File: config.mk
export PLATFORM = sky130hd
export DESIGN_NAME = ntm_noise_test_ctrl
export DESIGN_NICKNAME = d
export VERILOG_FILES = /design/src/ntm_pkg.sv /design/src/ntm_noise_test_ctrl.sv
export SDC_FILE = /design/constraint.sdc
export NUM_CORES = 1
export LEC_CHECK = 0
export BUFFER_PORTS_ARGS = -buffer_cell sky130_fd_sc_hd__buf_4
export CORE_UTILIZATION = 45
export DETAILED_ROUTE_END_ITERATION = 8
export GPL_ROUTABILITY_DRIVEN = 0
export HOLD_SLACK_MARGIN = 0.03
export PLACE_DENSITY = 0.78
export SLEW_MARGIN = 20
export SYNTH_ARGS = -nofsm -noshare
export SYNTH_HDL_FRONTEND = slang
export SYNTH_SLANG_ARGS = --single-unit
File: constraint.sdc
create_clock -name SYS_CLK -period 4.2 [get_ports SYS_CLK]
set_input_delay 0.63 -clock SYS_CLK [delete_from_list [all_inputs] [get_ports SYS_CLK]]
set_output_delay 0.63 -clock SYS_CLK [all_outputs]
set_load 0.01 [all_outputs]
File: src/ntm_pkg.sv
// package of constants and types for the noise test mode control block
//==============================================================================
// Functional notes
// - test register is a custom control register, machine privilege only
// - bit 31 enables test mode; other bits are implementation specific
// - with test mode on, polled entropy never reports delivered state or data
// - test mode forces self-test state unless already in fatal state
// - clearing test mode zeroizes state and reruns self-test before leaving it
// - pending and delivered states are unreachable during test mode
// - when register absent, reads give zero and writes are dropped
// - present but test off: reads give fixed nonzero value, never noise
// - no test feature alters the delivered entropy output
// - permanent error enters fatal state; non-fatal errors rerun self-test
// - health-test state cleared to zero on system reset
//==============================================================================
package ntm_pkg;
    localparam logic [1:0] PRIV_MACHINE = 2'h3;
    localparam int TEST_EN_BIT = 31;
    localparam logic TEST_EN_RESET = 1'b0;
    localparam logic [31:0] IDLE_READ_VALUE = 32'h0000_0001;
    localparam logic [31:0] ABSENT_READ_VALUE = 32'h0000_0000;
    localparam int ENTROPY_W = 16;
    localparam int RAW_W = 16;
    localparam int REP_CUTOFF_DEF = 32;
    localparam int SELFTEST_LEN_DEF = 64;
    localparam int CNT_W = 8;
    // status codes reported on the polled entropy port
    localparam logic [1:0] OPST_SELF_TEST = 2'h0;
    localparam logic [1:0] OPST_PENDING = 2'h1;
    localparam logic [1:0] OPST_DELIVERED = 2'h2;
    localparam logic [1:0] OPST_FATAL = 2'h3;
    typedef enum {SRC_SELF_TEST, SRC_PENDING, SRC_DELIVERED, SRC_FATAL} ntm_src_e;
endpackage : ntm_pkg

File: src/ntm_noise_test_ctrl.sv
// noise test mode control: test register, entropy source states and health test
`timescale 1ns/10ps
module ntm_noise_test_ctrl #(
    parameter int REP_CUTOFF = ntm_pkg::REP_CUTOFF_DEF,
    parameter int SELFTEST_LEN = ntm_pkg::SELFTEST_LEN_DEF,
    parameter bit REG_PRESENT = 1'b1
) (
    input wire logic SYS_CLK,
    input wire logic ARST_N,
    input wire logic NOISE_BIT,
    input wire logic FATAL_ERR,
    input wire logic CSR_REQ,
    input wire logic CSR_WE,
    input wire logic [1:0] CSR_PRIV,
    input wire logic [31:0] CSR_WDATA,
    output logic CSR_ACK,
    output logic CSR_ILLEGAL,
    output logic [31:0] CSR_RDATA,
    input wire logic SEED_REQ,
    output logic SEED_ACK,
    output logic [1:0] SEED_OPST,
    output logic [ntm_pkg::ENTROPY_W-1:0] SEED_ENTROPY,
    output logic TEST_MODE
);
    //==========================================================================
    // input synchronisers
    //==========================================================================
    logic [1:0] s1_q, s2_q, s3_q;
    logic [1:0] s1_d, s2_d, s3_d;

    always_comb begin
        s1_d = {FATAL_ERR, NOISE_BIT};
        s2_d = s1_q;
        s3_d = s2_q;
    end

    always_ff @(posedge SYS_CLK or negedge ARST_N) begin
        if (!ARST_N) begin
            s1_q <= 2'h0;
            s2_q <= 2'h0;
            s3_q <= 2'h0;
        end else begin
            s1_q <= s1_d;
            s2_q <= s2_d;
            s3_q <= s3_d;
        end
    end

    // a bit counts only when the last two stages agree
    logic sample_ok;
    logic sample_bit;
    logic fatal_in;
    assign sample_ok = (s2_q[0] == s3_q[0]);
    assign sample_bit = s3_q[0];
    assign fatal_in = s2_q[1] & s3_q[1];

    //==========================================================================
    // source state, health test, accumulator, test register
    //==========================================================================
    ntm_pkg::ntm_src_e state_q, state_d;
    logic test_q, test_d;
    logic last_bit_q, last_bit_d;
    logic [ntm_pkg::CNT_W-1:0] rep_cnt_q, rep_cnt_d;
    logic [ntm_pkg::CNT_W-1:0] st_cnt_q, st_cnt_d;
    logic [ntm_pkg::ENTROPY_W-1:0] acc_q, acc_d;
    logic [4:0] acc_cnt_q, acc_cnt_d;
    logic [ntm_pkg::RAW_W-1:0] raw_q, raw_d;
    logic alarm;
    logic csr_ok;
    logic seed_take;

    assign csr_ok = CSR_REQ && (CSR_PRIV == ntm_pkg::PRIV_MACHINE);
    assign seed_take = SEED_REQ && (state_q == ntm_pkg::SRC_DELIVERED);
    // repetition count at or past its cutoff on a repeated sample
    assign alarm = sample_ok && (sample_bit == last_bit_q)
        && (rep_cnt_q >= ntm_pkg::CNT_W'(REP_CUTOFF - 1));

    always_comb begin
        state_d = state_q;
        test_d = test_q;
        last_bit_d = last_bit_q;
        rep_cnt_d = rep_cnt_q;
        st_cnt_d = st_cnt_q;
        acc_d = acc_q;
        acc_cnt_d = acc_cnt_q;
        raw_d = raw_q;
        // low privilege never reaches the register
        if (csr_ok && CSR_WE && REG_PRESENT) begin
            test_d = CSR_WDATA[ntm_pkg::TEST_EN_BIT];
        end
        if (sample_ok) begin
            raw_d = {raw_q[ntm_pkg::RAW_W-2:0], sample_bit};
            last_bit_d = sample_bit;
            // saturates, so a stuck source keeps alarming and never delivers
            if (sample_bit != last_bit_q) begin
                rep_cnt_d = '0;
            end else if (rep_cnt_q != '1) begin
                rep_cnt_d = rep_cnt_q + 1'b1;
            end
        end
        case (state_q)
            ntm_pkg::SRC_SELF_TEST: begin
                if (sample_ok) begin
                    st_cnt_d = st_cnt_q + 1'b1;
                end
                if (st_cnt_q == ntm_pkg::CNT_W'(SELFTEST_LEN - 1) && sample_ok) begin
                    state_d = ntm_pkg::SRC_PENDING;
                    st_cnt_d = '0;
                end
            end
            ntm_pkg::SRC_PENDING: begin
                if (sample_ok) begin
                    acc_d = {acc_q[ntm_pkg::ENTROPY_W-2:0], sample_bit};
                    acc_cnt_d = acc_cnt_q + 1'b1;
                end
                if (sample_ok && acc_cnt_q == 5'(ntm_pkg::ENTROPY_W - 1)) begin
                    state_d = ntm_pkg::SRC_DELIVERED;
                end
            end
            ntm_pkg::SRC_DELIVERED: begin
                // word is wiped once handed out, never reused
                if (seed_take) begin
                    acc_d = '0;
                    acc_cnt_d = '0;
                    state_d = ntm_pkg::SRC_PENDING;
                end
            end
            ntm_pkg::SRC_FATAL: begin
                state_d = ntm_pkg::SRC_FATAL;
            end
            default: begin
                state_d = ntm_pkg::SRC_FATAL;
            end
        endcase
        if (alarm && state_q != ntm_pkg::SRC_FATAL) begin
            state_d = ntm_pkg::SRC_SELF_TEST;
            st_cnt_d = '0;
            acc_d = '0;
            acc_cnt_d = '0;
        end
        // held zeroized for all of test mode, so the self-test after it starts clean
        if (test_q && state_q != ntm_pkg::SRC_FATAL) begin
            state_d = ntm_pkg::SRC_SELF_TEST;
            st_cnt_d = '0;
            rep_cnt_d = '0;
            acc_d = '0;
            acc_cnt_d = '0;
        end
        if (fatal_in || state_q == ntm_pkg::SRC_FATAL) begin
            state_d = ntm_pkg::SRC_FATAL;
        end
    end

    always_ff @(posedge SYS_CLK or negedge ARST_N) begin
        if (!ARST_N) begin
            state_q <= ntm_pkg::SRC_SELF_TEST;
            test_q <= ntm_pkg::TEST_EN_RESET;
            last_bit_q <= 1'b0;
            rep_cnt_q <= '0;
            st_cnt_q <= '0;
            acc_q <= '0;
            acc_cnt_q <= '0;
            raw_q <= '0;
        end else begin
            state_q <= state_d;
            test_q <= test_d;
            last_bit_q <= last_bit_d;
            rep_cnt_q <= rep_cnt_d;
            st_cnt_q <= st_cnt_d;
            acc_q <= acc_d;
            acc_cnt_q <= acc_cnt_d;
            raw_q <= raw_d;
        end
    end

    //==========================================================================
    // answers on the register and polled entropy ports
    //==========================================================================
    logic csr_ack_q, csr_ack_d;
    logic csr_ill_q, csr_ill_d;
    logic [31:0] csr_rdata_q, csr_rdata_d;
    logic seed_ack_q, seed_ack_d;
    logic [1:0] seed_opst_q, seed_opst_d;
    logic [ntm_pkg::ENTROPY_W-1:0] seed_ent_q, seed_ent_d;
    logic test_out_q, test_out_d;

    always_comb begin
        csr_ack_d = CSR_REQ;
        csr_ill_d = CSR_REQ && !csr_ok;
        csr_rdata_d = '0;
        if (csr_ok) begin
            if (!REG_PRESENT) begin
                csr_rdata_d = ntm_pkg::ABSENT_READ_VALUE;
            end else if (test_q) begin
                // raw samples only while test mode is on
                csr_rdata_d = {1'b1, 15'h0000, raw_q};
            end else begin
                csr_rdata_d = ntm_pkg::IDLE_READ_VALUE;
            end
        end
        seed_ack_d = SEED_REQ;
        seed_opst_d = ntm_pkg::OPST_SELF_TEST;
        seed_ent_d = '0;
        case (state_q)
            ntm_pkg::SRC_SELF_TEST: seed_opst_d = ntm_pkg::OPST_SELF_TEST;
            ntm_pkg::SRC_PENDING: seed_opst_d = ntm_pkg::OPST_PENDING;
            ntm_pkg::SRC_DELIVERED: begin
                // entropy path has no test tap, only the gate below
                if (!test_q) begin
                    seed_opst_d = ntm_pkg::OPST_DELIVERED;
                    seed_ent_d = acc_q;
                end
            end
            ntm_pkg::SRC_FATAL: seed_opst_d = ntm_pkg::OPST_FATAL;
            default: seed_opst_d = ntm_pkg::OPST_FATAL;
        endcase
        test_out_d = test_q;
    end

    always_ff @(posedge SYS_CLK or negedge ARST_N) begin
        if (!ARST_N) begin
            csr_ack_q <= 1'b0;
            csr_ill_q <= 1'b0;
            csr_rdata_q <= '0;
            seed_ack_q <= 1'b0;
            seed_opst_q <= ntm_pkg::OPST_SELF_TEST;
            seed_ent_q <= '0;
            test_out_q <= 1'b0;
        end else begin
            csr_ack_q <= csr_ack_d;
            csr_ill_q <= csr_ill_d;
            csr_rdata_q <= csr_rdata_d;
            seed_ack_q <= seed_ack_d;
            seed_opst_q <= seed_opst_d;
            seed_ent_q <= seed_ent_d;
            test_out_q <= test_out_d;
        end
    end

    assign CSR_ACK = csr_ack_q;
    assign CSR_ILLEGAL = csr_ill_q;
    assign CSR_RDATA = csr_rdata_q;
    assign SEED_ACK = seed_ack_q;
    assign SEED_OPST = seed_opst_q;
    assign SEED_ENTROPY = seed_ent_q;
    assign TEST_MODE = test_out_q;
endmodule : ntm_noise_test_ctrl

==> results.md <==
- Largest family of logic cells by synthesized area: simple AND/OR/NAND/NOR gates
- Drt drc: 0
- CTS Hold Bufs: 0
- Number of synthesis warnings: 0
- Core Area: 0.00889 sq mm
- Avg WL per Cell: 13.1 microns
- Ys flop type: dfrtp_1
- Vias after detailed routing: 2783
- Critical path endpoint category: flop
- Post_cts resized: 0
- Maximum vdd drop: 0.150 mV
- Slew HR: 43.0%
- Vias per cell: 5.12
- Antenna cells: 0
- Area leader, netlist: dfrtp_1
- Post-CTS setup buffer count: 0
- Post-synthesis adder-cell area fraction: 2.92%
- CP arrival: 2.48 ns
- Longest Clk Path Bufs: 2
- Reg2Reg Depth: 7
- Unrepaired setup endpoints after global routing: no
- Post-synth top cells: dfrtp_1, nand2_1, and2_1
- Antenna violations before repair: 0
- Mux share of post-synthesis cell area: 0.982%
- Clk root buf: clkbuf_8
- I/O pins: 95
- Mapped Avg Cell Area: 11.0 sq um
- TritonRoute pass-1 iters: 4
- Die Area: 0.00973 sq mm
- Rows: 34
- FFs w/ async S/R, synth: 100%
- Clock sink count: 101
- Startpoint Class: flop
- Width of the chip: 98.6 microns
- Synth cell types: 49
- PD cells: 391 mW/mm^2
- Crit-path cells: inv_1 -> ha_1 -> inv_1 -> o21ai_2 -> nand2b_1 -> a22oi_1 -> nor2_2
- Max Cap Violations: 0
- Tmin final: 2.19 ns
- Synthesis-to-finish area growth: 13.9%
- Worst Path Max Fanout: 21
- Final Cycle Share: 52.2%
- Hold crit path type: in2async
- Initial core utilization: 47.3%
- Mapped cell area: 0.00420 sq mm
- Outcome: completed
- Clk_skew: 0.0103 ns
- Most frequent cell after synthesis: dfrtp_1
- Fin nets: 482
- Slew Viols, Final: 0
- Setup TNS: 0 ns
- Crit-path max cell delay: 0.68 ns
- Vias in the first global route: 2779
- Critical Path RT: 4.49 ns
- Synth top area share: 60.1%
- Drt initial violations: 147
- Most frequent CP cell: inv_1
- FMAX: 456 MHz
- Layout cell share with drive strength beyond 1: 20.6%
- First-pass GRT wire length: 12.3 mm
- CTS buffer count: 9
- Worst-path clk slew: 0.09 ns
- Routed WL: 7.11 mm
- Post-synth EDFFs: 0
- FF+latch count, synth: 101
- Worst-margin pin slew: 0.854 ns
- Clk_lat worst skew: 0.36 ns
- Leak: 2.40 nW
- Fin. Hold Viols: 0
- Gate Count Post-Synth: 383
- CTS H-tree depth: 3
- GRT overflow: 0
- Pin count of the biggest net entering global routing: 82
- Synth Area in Simple Gates: 20.1%
- Crit path kind: reg2reg
- TritonCTS clock tree: yes
- Routed Antenna Nets: 0
- HPWL after DPL: 4.88 mm
- Hold_ws: 0.298 ns
- CP max stage cell: nand2b_1
- Die height: 98.6 microns
- Port Buf Inserts: 48
- Final setup fails: 0
- Total GRT Usage: 16.0%
- Post-Synth XOR/XNOR Area: 1.64%
- Compound-gate portion of the synthesized area: 8.90%
- Register area share after synthesis: 60.1%
- Synth area leaders: dfrtp_1, nand2_1, and2_1, a22oi_1, buf_4
[critical path, delay by kind of cell, from the launching register on]
| family | cells | cell delay (ns) |
|---|---|---|
| fa+ha+maj | 1 | 0.20 |
| simple gates | 2 | 0.82 |
| flops | 1 | 0.44 |
| buf+inv | 2 | 0.21 |
| compound gates | 2 | 0.45 |
[where the power goes]
group | switching, mW | leakage (nW) | internal (mW)
clock network | 0.317 | 0.0841 | 0.247
logic | 0.114 | 0.987 | 0.0786
registers | 0.0623 | 1.33 | 1.05
total | 0.493 | 2.40 | 1.38
[cell families (layout without fill, tap and decap cells)]
kind of cell	count (synthesis)	after routing
AO/OA/AOI/OAI	56	56
XOR/XNOR	7	7
adder cells (fa/ha/maj)	10	10
multiplexers	4	4
AND/OR/NAND/NOR	167	167
buffers and inverters	37	76
other	1	15
flip-flops	101	101
[worst paths after layout]
| kind | end | slack, ns | startpoint |
|---|---|---|---|
| min in group SYS_CLK | s2_q[1] | 0.36 | s1_q[1] |
| setup / recovery | acc_q[1] | 2.01 | state_q[1] |
| setup reg to reg | acc_q[1] | 2.01 | state_q[1] |
| max in group asynchronous | SEED_OPST[1] | 3.15 | ARST_N |
| hold / removal | SEED_ENTROPY[13] | 0.30 | ARST_N |
| hold reg to reg | s2_q[1] | 0.36 | s1_q[1] |
[layer usage]
metal  share of wire, %  global-route usage [%]  vias up
met1                 44                    19.8     1360
met5                  0                       0        -
met4                1.6                    5.86        0
li1                   -                       -     1348
met3                3.5                    3.76       10
met2                 51                    27.5       65
[state kept, by name (all words and copies together) (netlist names)]
signal and flops:
acc_cnt_q 5, raw_q 16, CSR_ILLEGAL 1, st_cnt_q 8, s3_q 2, SEED_ENTROPY 16
SEED_OPST 2, CSR_RDATA 17, CSR_ACK 1, acc_q 16, state_q 2, SEED_ACK 1
rep_cnt_q 8, test_out_d 1, s1_q 2, TEST_MODE 1, s2_q 2
[area by class of cell]
| cell class | count | area [sq um] |
|---|---|---|
| Clock buffer | 11 | 151 |
| Clock inverter | 4 | 31.3 |
| Fill cell | 757 | 4110 |
| Inverter | 9 | 33.8 |
| Multi-Input combinational cell | 259 | 1510 |
| Sequential cell | 101 | 2530 |
| Tap cell | 108 | 135 |
| Timing Repair Buffer | 52 | 394 |
[metrics by stage]
stage               util (%)  setup WS (ns)  power [mW]  cell area [sq um]  instances
CTS                     53.8           1.99        1.89               4780        544
global route            53.8           1.81        1.97               4790        544
detailed placement      51.7           2.00        1.33               4600        529
global placement        51.7           1.70        1.31               4590        529
finish                  53.8           2.01        1.87               4790        544
floorplan                  -           2.36        1.26               4260        397
[cells in the final DEF (no fill, tap or decap), types with 6 or more instances in the layout]
master / Yosys / layout
ha_1: 9 / 9
inv_1: 9 / 9
nor2_1: 23 / 23
a22oi_1: 17 / 17
conb_1: 1 / 15
buf_4: 15 / 51
nor2_2: 9 / 8
and2_1: 33 / 33
o21ai_0: 6 / 6
clkbuf_8: 0 / 11
dfrtp_1: 101 / 101
a21oi_1: 12 / 12
nand3_1: 15 / 15
nand2_1: 58 / 58
No activity file was read; power rests on OpenSTA's default activity.
